==> config.mk <==
export PLATFORM = sky130hd
export DESIGN_NAME = fspc_ctrl
export DESIGN_NICKNAME = d
export VERILOG_FILES = /design/src/rtl/fspc_pkg.sv /design/src/rtl/fspc_ctrl.sv /design/src/rtl/fspc_page_buf.sv
export VERILOG_INCLUDE_DIRS = /design/src /design/src/rtl
export SDC_FILE = /design/constraint.sdc
export NUM_CORES = 1
export LEC_CHECK = 0
export ABC_AREA = 1
export BUFFER_PORTS_ARGS = -buffer_cell sky130_fd_sc_hd__clkbuf_2
export CAP_MARGIN = 20
export CORE_UTILIZATION = 55
export CTS_CLUSTER_SIZE = 25
export DETAILED_ROUTE_END_ITERATION = 16
export PLACE_DENSITY = 0.76
export RECOVER_POWER = 100
export SLEW_MARGIN = 25
export SYNTH_ARGS = -nofsm -noshare
export SYNTH_HDL_FRONTEND = slang
export SYNTH_HIERARCHICAL = 1
export SYNTH_SLANG_ARGS = --single-unit
export TNS_END_PERCENT = 20
==> constraint.sdc <==
create_clock -name clk -period 3.52 [get_ports clk]
set_input_delay 0.528 -clock clk [delete_from_list [all_inputs] [get_ports clk]]
set_output_delay 0.528 -clock clk [all_outputs]
set_load 0.05 [all_outputs]
==> src/rtl/fspc_map.svh <==
// Overview of operation
// - page erase armed by erase code, then store op within four cycles
// - erase or write to stall section halts cpu for the whole operation
// - page load puts r1r0 word into buffer at pointer bits 5..1
// - buffer cleared after page write, on rww_reenable write, and on reset
// - eeprom write during page loading discards all loaded buffer data
// - page write programs buffer into page_field, armed then store op in four
// - interrupt request held high while spm_enable reads clear and enabled
// - erase or write blocks concurrent section reads, rww_busy held set
// - lock write programs lock bits whose r0 bits 5..0 are zero
// - lock programming keeps whole flash readable, no fetch stall
// - eeprom write busy refuses programming and fuse or lock reads
// - lock read with pointer one within three cycles returns lock byte
// - arming flags clear after read or when the window expires
// - fuse reads: pointer zero low, two extended, three high
// - programmed bits read zero, unprogrammed bits read one
// - sig_read armed load returns signature byte, flags then clear
// - each program operation lasts between 3.7 ms and 4.5 ms
// - signature row: calibration at one, signature at zero, two, four
// - boot lock bits only restored by chip erase or reset
`ifndef FSPC_MAP_SVH
`define FSPC_MAP_SVH
`define FSPC_CSR_ADDR 8'h0037
`define FSPC_B_ENABLE 0
`define FSPC_B_PGERS 1
`define FSPC_B_PGWRT 2
`define FSPC_B_LOCK 3
`define FSPC_B_RWWRE 4
`define FSPC_B_SIG 5
`define FSPC_B_RWWBSY 6
`define FSPC_B_IE 7
`define FSPC_CMD_ERASE 6'h03
`define FSPC_CMD_LOAD 6'h01
`define FSPC_CMD_WRITE 6'h05
`define FSPC_CMD_LOCK 6'h09
`define FSPC_CMD_RWWRE 6'h11
`define FSPC_CMD_SIG 6'h21
`define FSPC_ST_WIN 3'h4
`define FSPC_LD_WIN 3'h3
`define FSPC_PROG_NS 4000000
`define FSPC_CLK_NS 5
`define FSPC_PROG_CYC ((`FSPC_PROG_NS + `FSPC_CLK_NS - 1) / `FSPC_CLK_NS)
`define FSPC_PTR_LOCK 16'h0001
`define FSPC_PTR_FUSE_LO 16'h0000
`define FSPC_PTR_FUSE_EXT 16'h0002
`define FSPC_PTR_FUSE_HI 16'h0003
`endif

==> src/rtl/fspc_pkg.sv <==
package fspc_pkg;
    typedef enum logic [1:0] {
        FSPC_IDLE = 2'b00,
        FSPC_ARMED = 2'b01,
        FSPC_PROG = 2'b10
    } fspc_state_e;
    typedef enum logic [2:0] {
        FSPC_OP_NONE = 3'b000,
        FSPC_OP_ERASE = 3'b001,
        FSPC_OP_WRITE = 3'b010,
        FSPC_OP_LOCK = 3'b011
    } fspc_op_e;
endpackage : fspc_pkg

==> src/rtl/fspc_ctrl.sv <==
`timescale 1ns/10ps
`default_nettype none
`include "fspc_map.svh"
// self-programming sequencer; cpu drives ops, flash array sits outside
module fspc_ctrl #(
    parameter int PAGE_W = 7,
    parameter int WORD_W = 5,
    parameter int PROG_CYCLES = `FSPC_PROG_CYC,
    parameter int STALL_FIRST_PAGE = 112,
    parameter logic [7:0] SIG0 = 8'h5a, // arbitrary value
    parameter logic [7:0] SIG1 = 8'h3c, // arbitrary value
    parameter logic [7:0] SIG2 = 8'h42, // arbitrary value
    parameter logic [7:0] CAL_BYTE = 8'h80 // arbitrary value
) (
    input wire logic clk,
    input wire logic nrst,
    input wire logic [7:0] reg_addr,
    input wire logic [7:0] reg_wdata,
    input wire logic reg_wr,
    input wire logic reg_rd,
    output logic [7:0] reg_rdata,
    input wire logic store_program_op,
    input wire logic load_program_op,
    input wire logic [15:0] z_ptr,
    input wire logic [15:0] r1r0,
    input wire logic eeprom_write_busy,
    input wire logic [7:0] fuse_low_byte,
    input wire logic [7:0] fuse_high_byte,
    input wire logic [7:0] ext_fuse_byte,
    input wire logic chip_erase,
    output logic lpm_special,
    output logic [7:0] lpm_data,
    output logic cpu_stall,
    output logic rww_read_block,
    output logic flash_erase,
    output logic flash_write,
    output logic [PAGE_W-1:0] flash_page,
    input wire logic [WORD_W-1:0] flash_word,
    output logic [15:0] flash_wdata,
    output logic [5:0] lock_bits,
    output logic spm_irq
);
    fspc_pkg::fspc_state_e state_reg;
    fspc_pkg::fspc_op_e op_reg;
    logic [5:0] arm_reg;
    logic [2:0] win_reg;
    logic rww_busy_reg;
    logic ie_reg;
    logic [31:0] cnt_reg;
    logic [5:0] lock_reg;
    logic load_active_reg;
    logic buf_clear;
    logic buf_wr;
    logic [(1<<WORD_W)-1:0] buf_valid;
    logic csr_wr;
    logic [31:0] prog_len_reg;
    logic store_hit;
    logic load_hit;
    logic done;
    logic [PAGE_W-1:0] page_field;

    // page_field sits above word_field in the byte pointer
    assign page_field = z_ptr[WORD_W+1 +: PAGE_W];
    assign csr_wr = reg_wr && (reg_addr == `FSPC_CSR_ADDR);
    assign store_hit = (state_reg == fspc_pkg::FSPC_ARMED) && store_program_op
                       && !eeprom_write_busy;
    assign load_hit = (state_reg == fspc_pkg::FSPC_ARMED) && load_program_op
                      && (win_reg < `FSPC_LD_WIN) && !eeprom_write_busy;
    assign done = (state_reg == fspc_pkg::FSPC_PROG) && (cnt_reg == 32'h0000_0000);

    // arming code decode, shared by several consumers
    function automatic logic is_cmd(input logic [5:0] a, input logic [5:0] c);
        is_cmd = (a == c);
    endfunction : is_cmd

    // arming register and window; store window 4, load window 3
    always_ff @(posedge clk or negedge nrst) begin
        if (!nrst) begin
            state_reg <= fspc_pkg::FSPC_IDLE;
            arm_reg <= 6'h00;
            win_reg <= 3'h0;
            op_reg <= fspc_pkg::FSPC_OP_NONE;
        end else begin
            unique case (state_reg)
                fspc_pkg::FSPC_IDLE: begin
                    if (csr_wr && reg_wdata[`FSPC_B_ENABLE] && !eeprom_write_busy) begin
                        state_reg <= fspc_pkg::FSPC_ARMED;
                        arm_reg <= reg_wdata[5:0];
                        win_reg <= 3'h0;
                    end
                end
                fspc_pkg::FSPC_ARMED: begin
                    win_reg <= win_reg + 3'h1;
                    if (store_hit && arm_reg == `FSPC_CMD_ERASE) begin
                        state_reg <= fspc_pkg::FSPC_PROG;
                        op_reg <= fspc_pkg::FSPC_OP_ERASE;
                    end else if (store_hit && arm_reg == `FSPC_CMD_WRITE) begin
                        state_reg <= fspc_pkg::FSPC_PROG;
                        op_reg <= fspc_pkg::FSPC_OP_WRITE;
                    end else if (store_hit && arm_reg == `FSPC_CMD_LOCK) begin
                        state_reg <= fspc_pkg::FSPC_PROG;
                        op_reg <= fspc_pkg::FSPC_OP_LOCK;
                    end else if (store_hit || load_hit
                                 || win_reg == `FSPC_ST_WIN - 3'h1) begin
                        state_reg <= fspc_pkg::FSPC_IDLE;
                        arm_reg <= 6'h00;
                    end
                end
                fspc_pkg::FSPC_PROG: begin
                    if (done) begin
                        state_reg <= fspc_pkg::FSPC_IDLE;
                        arm_reg <= 6'h00;
                        op_reg <= fspc_pkg::FSPC_OP_NONE;
                    end
                end
                default: begin
                    state_reg <= fspc_pkg::FSPC_IDLE;
                end
            endcase
        end
    end

    // programming timer
    always_ff @(posedge clk or negedge nrst) begin
        if (!nrst) begin
            cnt_reg <= 32'h0000_0000;
        end else if (state_reg == fspc_pkg::FSPC_ARMED && store_hit) begin
            cnt_reg <= 32'(PROG_CYCLES - 1);
        end else if (cnt_reg != 32'h0000_0000) begin
            cnt_reg <= cnt_reg - 32'h0000_0001;
        end
    end

    // cycles spent in the current program operation, watched by a_prog_time
    always_ff @(posedge clk or negedge nrst) begin
        if (!nrst) begin
            prog_len_reg <= 32'h0000_0000;
        end else if (state_reg == fspc_pkg::FSPC_PROG) begin
            prog_len_reg <= prog_len_reg + 32'h0000_0001;
        end else begin
            prog_len_reg <= 32'h0000_0000;
        end
    end

    // latched page for erase and write
    always_ff @(posedge clk or negedge nrst) begin
        if (!nrst) begin
            flash_page <= '0;
        end else if (store_hit && (arm_reg == `FSPC_CMD_ERASE || arm_reg == `FSPC_CMD_WRITE)) begin
            flash_page <= page_field;
        end
    end

    // busy flag set as erase or write starts, cleared by re-enable command
    always_ff @(posedge clk or negedge nrst) begin
        if (!nrst) begin
            rww_busy_reg <= 1'b0;
        end else if (store_hit && (is_cmd(arm_reg, `FSPC_CMD_ERASE)
                                   || is_cmd(arm_reg, `FSPC_CMD_WRITE))) begin
            rww_busy_reg <= 1'b1;
        end else if (store_hit && arm_reg == `FSPC_CMD_RWWRE) begin
            rww_busy_reg <= 1'b0;
        end
    end

    // lock bits, programming only clears bits; chip erase restores
    always_ff @(posedge clk or negedge nrst) begin
        if (!nrst) begin
            lock_reg <= 6'h3f;
        end else if (done && op_reg == fspc_pkg::FSPC_OP_LOCK) begin
            lock_reg <= lock_reg & r1r0[5:0];
        end else if (chip_erase) begin
            lock_reg <= 6'h3f;
        end
    end
    assign lock_bits = lock_reg;

    // page load tracking for eeprom discard
    always_ff @(posedge clk or negedge nrst) begin
        if (!nrst) begin
            load_active_reg <= 1'b0;
        end else if (buf_wr) begin
            load_active_reg <= 1'b1;
        end else if (buf_clear) begin
            load_active_reg <= 1'b0;
        end
    end

    assign buf_wr = store_hit && arm_reg == `FSPC_CMD_LOAD;
    assign buf_clear = (done && op_reg == fspc_pkg::FSPC_OP_WRITE)
                       || (store_hit && arm_reg == `FSPC_CMD_RWWRE)
                       || (load_active_reg && eeprom_write_busy);

    fspc_page_buf #(
        .WORDS(1 << WORD_W),
        .AW(WORD_W)
    ) u_buf (
        .clk(clk),
        .nrst(nrst),
        .clear(buf_clear),
        .wr_en(buf_wr),
        .wr_addr(z_ptr[WORD_W:1]),
        .wr_data(r1r0),
        .rd_addr(flash_word),
        .rd_data(flash_wdata),
        .valid(buf_valid)
    );

    // special reads: lock, fuse, signature
    always_ff @(posedge clk or negedge nrst) begin
        if (!nrst) begin
            lpm_data <= 8'hff;
            lpm_special <= 1'b0;
        end else begin
            lpm_special <= load_hit && (arm_reg == `FSPC_CMD_LOCK || arm_reg == `FSPC_CMD_SIG);
            if (load_hit && arm_reg == `FSPC_CMD_LOCK) begin
                unique case (z_ptr)
                    `FSPC_PTR_LOCK: lpm_data <= {2'b11, lock_reg};
                    `FSPC_PTR_FUSE_LO: lpm_data <= fuse_low_byte;
                    `FSPC_PTR_FUSE_EXT: lpm_data <= ext_fuse_byte;
                    `FSPC_PTR_FUSE_HI: lpm_data <= fuse_high_byte;
                    default: lpm_data <= 8'hff;
                endcase
            end else if (load_hit && arm_reg == `FSPC_CMD_SIG) begin
                unique case (z_ptr)
                    16'h0000: lpm_data <= SIG0;
                    16'h0001: lpm_data <= CAL_BYTE;
                    16'h0002: lpm_data <= SIG1;
                    16'h0004: lpm_data <= SIG2;
                    default: lpm_data <= 8'hff;
                endcase
            end
        end
    end

    // interrupt enable bit
    always_ff @(posedge clk or negedge nrst) begin
        if (!nrst) begin
            ie_reg <= 1'b0;
        end else if (csr_wr) begin
            ie_reg <= reg_wdata[`FSPC_B_IE];
        end
    end

    // csr read back
    always_ff @(posedge clk or negedge nrst) begin
        if (!nrst) begin
            reg_rdata <= 8'h00;
        end else if (reg_rd && reg_addr == `FSPC_CSR_ADDR) begin
            reg_rdata <= {ie_reg, rww_busy_reg, arm_reg};
        end else begin
            reg_rdata <= 8'h00;
        end
    end

    assign flash_erase = state_reg == fspc_pkg::FSPC_PROG && op_reg == fspc_pkg::FSPC_OP_ERASE;
    assign flash_write = state_reg == fspc_pkg::FSPC_PROG && op_reg == fspc_pkg::FSPC_OP_WRITE;
    assign rww_read_block = rww_busy_reg;
    assign cpu_stall = (flash_erase || flash_write)
                       && (int'(flash_page) >= STALL_FIRST_PAGE);
    assign spm_irq = ie_reg && !arm_reg[`FSPC_B_ENABLE];
endmodule : fspc_ctrl
`default_nettype wire

==> src/rtl/fspc_page_buf.sv <==
`timescale 1ns/10ps
`default_nettype none
// temporary page buffer with registered read data and per-word valid bits
module fspc_page_buf #(
    parameter int WORDS = 32,
    parameter int AW = 5
) (
    input wire logic clk,
    input wire logic nrst,
    input wire logic clear,
    input wire logic wr_en,
    input wire logic [AW-1:0] wr_addr,
    input wire logic [15:0] wr_data,
    input wire logic [AW-1:0] rd_addr,
    output logic [15:0] rd_data,
    output logic [WORDS-1:0] valid
);
    logic [15:0] mem [WORDS];

    // word storage, no reset needed since valid masks it
    always_ff @(posedge clk) begin
        if (wr_en) begin
            mem[wr_addr] <= wr_data;
        end
    end

    // registered read, erased words read as all ones
    always_ff @(posedge clk or negedge nrst) begin
        if (!nrst) begin
            rd_data <= 16'hffff;
        end else begin
            rd_data <= valid[rd_addr] ? mem[rd_addr] : 16'hffff;
        end
    end

    // valid flags, clear wins as it discards the buffer
    always_ff @(posedge clk or negedge nrst) begin
        if (!nrst) begin
            valid <= '0;
        end else if (clear) begin
            valid <= '0;
        end else if (wr_en) begin
            valid[wr_addr] <= 1'b1;
        end
    end
endmodule : fspc_page_buf
`default_nettype wire

### Yosys cells after proc, flatten, opt, wreduce, memory -nomap -nowiden

Memories as Yosys holds them, arrays and structs flattened.
Cells that the tools add are included.

| storage, ports and cells | value |
|---|---|
| flip-flop bits (word level) | 127 |
| bits in writable memories | 512 |
| bits of input ports | 85 |
| output and inout port bits | 51 |
| word-level logic and storage cells | 146 |
| memories kept | 1 |

Memories:

| name | words | width | rd ports | clocked after Yosys merged registers in | write ports | RTL line | source |
|---|---|---|---|---|---|---|---|
| u_buf.mem | 32 | 16 | 1 | 0 | 1 | fspc_page_buf.sv:18 | `logic [15:0] mem [WORDS];` |

| cells by class | value |
|---|---|
| add/sub/neg operators | 2 |
| order comparisons | 5 |
| equal/unequal tests | 25 |
| multiplexer cells | 43 |
| bitwise gates (word level) | 2 |
| reduce and logical (&&, ||, !) cells | 53 |

Operators by type and width:

| kind | count |
|---|---|
| 32-bit 2-to-1 mux | 4 |
| 8-bit one-hot mux with 4 select lines | 2 |
| 6-bit 2-to-1 mux | 8 |
| 16-bit by 2-bit == test with 1-bit output (second input constant) | 2 |
| 32-bit logical NOT | 1 |
| 32-bit bitwise OR | 1 |
| 32-bit nonzero test | 1 |
| 32-bit by 1-bit subtractor with 32-bit output (second input constant) | 1 |
| 1-bit logical AND | 28 |
| 8-bit 2-to-1 mux | 3 |
| 6-bit one-hot mux with 3 select lines | 1 |
| 16-bit by 1-bit == test with 1-bit output (second input constant) | 1 |
| 16-bit by 3-bit == test with 1-bit output (second input constant) | 1 |
| 16-bit logical NOT | 1 |
| 16-bit 2-to-1 mux | 1 |
| 3-bit 2-to-1 mux | 5 |
| 2-bit nonzero test | 7 |
| 5-bit by 6-bit less-than comparator with 1-bit output (second input constant) | 2 |
| 2-bit 2-to-1 mux | 6 |
| 3-bit one-hot mux with 2 select lines | 2 |
| 2-bit != test (second input constant) | 5 |
| 3-bit by 2-bit == test with 1-bit output (second input constant) | 3 |
| 8-bit by 6-bit == test with 1-bit output (second input constant) | 1 |
| 1-bit 2-to-1 mux | 8 |
| 27 further kinds | 35 |

### Longest topological paths before layout

| depth | value |
|---|---|
| depth in word-level cells | 11 |
| mapped depth | 14 |
| mapped depth without buffers | 14 |

### Modules after synthesis

The synthesis kept the hierarchy.

Modules (own cells, without submodules):

| module | instances | cells each | area an instance (um^2) | sequential area each (um^2) |
|---|---|---|---|---|
| fspc_page_buf | 1 | 2269 | 23725.3 | 16595.9 |
| fspc_ctrl | 1 | 619 | 4569.4 | 1969.4 |

### Worst setup path before layout

OpenSTA, ideal clock, no wires.

| timing | value |
|---|---|
| path kind | flip-flop to output port |
| from | register state_reg[0] |
| to | output port cpu_stall |
| arrival time | 3369 ps |
| data required time | 2992 ps |
| slack | -377 ps |
| cell stages (with the launch flop) | 5 |
| path buffers | 0 |
| path through | dfrtp_1 inv_1 ha_1 nand3_1 a2111oi_0 |

| on the way | value |
|---|---|
| word-level cells in the longest chain between the ends | 4 |
| elaborated cells on any way between the ends | 5 |
| those cells by class | 1 x eq/ne; 4 x reduce/logical |

RTL lines:

| element | RTL line | source |
|---|---|---|
| start: declaration | fspc_ctrl.sv:43 | `fspc_pkg::fspc_state_e state_reg;` |
| start signal: assignment | fspc_ctrl.sv:79 | `state_reg <= fspc_pkg::FSPC_IDLE;` |
| start signal: assignment | fspc_ctrl.sv:87 | `state_reg <= fspc_pkg::FSPC_ARMED;` |
| start signal: assignment | fspc_ctrl.sv:95 | `state_reg <= fspc_pkg::FSPC_PROG;` |
| 2-bit == test * | fspc_ctrl.sv:256, fspc_ctrl.sv:257 |  |
| 1-bit logical AND, on equally long branches | fspc_ctrl.sv:256, fspc_ctrl.sv:257 |  |
| 1-bit logical OR * | fspc_ctrl.sv:259 | `assign cpu_stall = (flash_erase \|\| flash_write)` |
| 1-bit logical AND * | fspc_ctrl.sv:260 | `&& (int'(flash_page) >= STALL_FIRST_PAGE);` |
| end: declaration | fspc_ctrl.sv:33 | `output logic cpu_stall,` |

Mark *: on every way between the ends. The rest lies on a longest branch, timed or not.

### Worst setup path in the final report

| timing | value |
|---|---|
| from | register state_reg[1] |
| to | memory u_buf.mem[27][14], enable pin |

| on the way | value |
|---|---|
| word-level cells in the longest chain between the ends | 6 |

RTL lines:

| element | RTL line | source |
|---|---|---|
| 2-bit by 1-bit == test with 1-bit output | fspc_ctrl.sv:65 | `assign store_hit = (state_reg == fspc_pkg::FSPC_ARMED) && store_program_op` |
| 1-bit logical AND | fspc_ctrl.sv:65 |  |
| 1-bit logical AND | fspc_ctrl.sv:66 | `&& !eeprom_write_busy;` |
| 1-bit logical AND (no source line) | - |  |
| named net buf_wr | fspc_ctrl.sv:53 | `logic buf_wr;` |
| 1-bit 2-to-1 mux | fspc_page_buf.sv:22 | `if (wr_en) begin` |
| 1-bit 2-to-1 mux (not written as such) | fspc_page_buf.sv:23 | `mem[wr_addr] <= wr_data;` |
| end: declaration | fspc_page_buf.sv:18 |  |

The timed path passes the listed nets, and every way through them passes these cells.

==> qor.txt <==
Result of the run: finished with violations
Failing checks: capacitance limit, slew limit
Clock buffer count from CTS: 61
Clock slew seen by the registers of the worst setup and hold paths: 0.06 ns
Reported max-cap violation count: 16
Mean instance size in the synthesized netlist: 9.797 sq um
Top post-synthesis cells by count: sky130_fd_sc_hd__nand2_1, sky130_fd_sc_hd__edfxtp_1, sky130_fd_sc_hd__nand3_1, sky130_fd_sc_hd__inv_1, sky130_fd_sc_hd__nor2_1
Routed length per placed instance: 18.70 um
Routed Wire Length: 70.11 mm
Count of flip-flops with a built-in enable after synthesis: 512
Buffers plus inverters on the worst setup path: 5
Die Wd: 228.8 um
Area Overhead vs Synth: 11.55%
Area share of the largest cell type after synthesis: 54.34%
Total power divided by cell area: 534.8 nW/um^2
Number of input and output port buffers inserted: 134
Worst-path cell with the longest stage delay: sky130_fd_sc_hd__clkbuf_2
Clock tree buffer depth: 3
Period utilisation layout: 86.57%
Crit path capture type: flip-flop
Latest clock arrival within the worst-skew pair: 0.64 ns
Sequence of cells on the critical path: inv_1, ha_1, nand2_1, nor2_1, nand2_2, nor4_1, inv_1, nor3_1, inv_1, clkbuf_2, nor2_2, clkbuf_2
Rows: 82
Worst vdd ir: 0.0004452 V
Final setup TNS: 0 ns
Final routed DRC violation total: 0
Proportion of synthesized flip-flops having asynchronous set or reset: 19.75%
Initial DRC count: 2,371
Number of library cell types mapped by synthesis: 41
Total standard cell area after synthesis: 28,290 sq um
Synthesized Nets: 2,979
Number of global-route vias before repair: 19,960
Number of setup buffers added after CTS: 0
Critical Setup Path Class: reg2reg
Most common cell in the synthesized netlist: sky130_fd_sc_hd__nand2_1
Pre-Repair DR Iteration Count: 6
H-tree levels: 2
Slew at the pin closest to its max-slew limit: 2.779 ns
Sinks on Clock Net: 638
Final worst clock skew: 0.02320 ns
Total of cells resized after clock tree synthesis: 0
Most common cell type on the critical path: sky130_fd_sc_hd__inv_1
Prevailing post-synth register cell: sky130_fd_sc_hd__edfxtp_1
Crit path setup slack, layout: 0.4727 ns
Type of origin of the critical path: flip-flop
Die height: 228.8 um
Setup Slack @ Placement: 0.6924 ns
Arrival time at the worst endpoint: 3.31 ns
Grt ovf: 0
Via count: 20,557
Starting Density: 56.05%
Core Box Area: 50,480 sq um
Length of routed wiring on met1: 27.96 mm
RSZ-0062 raised after global routing: no
Post-synthesis cell count: 2,888
Topmost layer with routed signal wires: met4
Register-to-register setup slack: 0.47 ns
Met2 Wirelength: 33.90 mm
Slowest cell delay on critical path: 0.48 ns
Max FO, Critical Path: 17
Path category of the worst min-delay check: in2reg
Count of nets left with antenna violations after detail routing: 0
Required @ worst endpoint: 3.78 ns
Part of the Yosys area used for sequential elements: 65.61%
Total global routing track utilization: 27.24%
Hold Violations, Final: 0
Number of antenna violations at the first check in global routing: 0
Root Buffer Master: sky130_fd_sc_hd__clkbuf_16
Flops & latches, synth: 638
Dpl hpwl: 41.92 mm
Maximum number of pins on one net before global-route repair: 149
Top cell family by delay on the critical path: buffers and inverters
Max-slew violations: 607
Number of top-level design ports: 136
Total setup violations reported at the end of the flow: 0
Final RePlAce weighted congestion: 0.9081
Number of vias per cell: 5.482
Post-layout minimum cycle time: 3.047 ns
Met3 wire length: 6.106 mm
Clock tree from TritonCTS: yes
Reported leakage power: 13.44 nW
Slew HR: -85.27%
Ranking of synthesized cells by area: sky130_fd_sc_hd__edfxtp_1, sky130_fd_sc_hd__nand2_1, sky130_fd_sc_hd__dfrtp_1
Layout Nets: 3,116
Global-route wire length before repair: 109.9 mm
Antenna cells: 0
Hold-fix buffers, CTS: 0
Cell type with the highest aggregate area in the netlist: sky130_fd_sc_hd__edfxtp_1
Max Clock Freq: 328.2 MHz
Synthesis warning total: 6
Die outline area: 52,360 sq um
Max reg flops: 512
Share of post-route cells with drive strength above 1: 9.617%
## per-layer routing
layer | global-route usage, % | vias up
met4 | 9.479 | 0
met1 | 36.69 | 9783
met3 | 4.491 | 146
met5 | 0 | -
li1 | - | 9660
met2 | 45.01 | 968
## area by class of cell
type                       instances  area [sq um]
multi-input combinational       1771          7682
tap                              672         840.8
timing repair buffer             202          1126
clock inverter                    20         211.5
clock buffer                      96          1809
sequential                       638         18570
inverter                         351          1329
fill                            4004         18910
## through the flow
step	instance area, sq um	utilization [%]	cells	hold WS (ns)	total power (W)
after floorplan	28300	-	2888	0.2324	0.009960
after global placement	29810	59.05	3634	0.4581	0.01052
after detailed placement	29810	59.05	3634	0.4582	0.01058
after CTS	31830	63.06	3750	0.06372	0.01700
after global routing	31560	62.53	3750	0.1018	0.01745
final	31560	62.53	3750	0.1186	0.01688
## placed cells by master (no fill, tap or decap), types with 7 or more instances in the layout
cell type	netlist	final
sky130_fd_sc_hd__nand2_1	923	927
sky130_fd_sc_hd__edfxtp_1	512	512
sky130_fd_sc_hd__nand3_1	431	432
sky130_fd_sc_hd__inv_1	342	342
sky130_fd_sc_hd__nor2_1	236	219
sky130_fd_sc_hd__dfrtp_1	96	96
sky130_fd_sc_hd__clkbuf_1	24	95
sky130_fd_sc_hd__clkbuf_2	0	84
sky130_fd_sc_hd__clkbuf_16	0	62
sky130_fd_sc_hd__o21ai_0	28	36
sky130_fd_sc_hd__buf_4	20	35
sky130_fd_sc_hd__nor3_1	32	33
sky130_fd_sc_hd__dfstp_2	30	30
sky130_fd_sc_hd__nor2_2	9	29
sky130_fd_sc_hd__nand4_1	18	19
sky130_fd_sc_hd__o21ai_1	24	17
sky130_fd_sc_hd__clkbuf_8	0	13
sky130_fd_sc_hd__a21oi_1	12	12
sky130_fd_sc_hd__xor2_1	12	12
sky130_fd_sc_hd__xnor2_1	8	8
sky130_fd_sc_hd__clkinv_2	0	8
sky130_fd_sc_hd__buf_12	0	8
sky130_fd_sc_hd__clkinv_1	4	7
## path summary, 6_finish.rpt
path	startpoint	to	cells after the start
setup / recovery	state_reg[1]	u_buf/mem[27][14]	12
hold / removal	reg_wdata[7]	ie_reg	3
setup reg to reg	state_reg[1]	u_buf/mem[27][14]	12
hold reg to reg	lpm_data[3]	lpm_data[3]	2
max in group asynchronous	nrst	u_buf/valid[19]	1
min in group asynchronous	nrst	flash_page[5]	1
## logic make-up (layout without fill, tap and decap cells)
| logic type | count (synthesis) | count (layout) | synth area share, % |
|---|---|---|---|
| AOI/OAI and AO/OA | 74 | 74 | 1.433 |
| xor gates and xnor gates | 20 | 20 | 0.6191 |
| adders and majority gates | 6 | 6 | 0.2653 |
| buffers and inverters | 479 | 669 | 7.124 |
| DFF | 638 | 638 | 65.61 |
| and+or+nand+nor | 1671 | 1671 | 24.94 |
## worst reg2reg max path: cells and delay by family, from the launching register on
kind | cells | cell delay, ns
fa+ha+maj | 1 | 0.29
simple gates | 6 | 0.90
buf+inv | 5 | 1.08
flops | 1 | 0.40
## report_power, final
group / internal, W / switching, W / total [W]
combinational: 0.000452 / 0.00141 / 0.00186
sequential: 0.00841 / 0.000148 / 0.00855
clock: 0.00369 / 0.00278 / 0.00647
(Power assumes the default switching activity.)
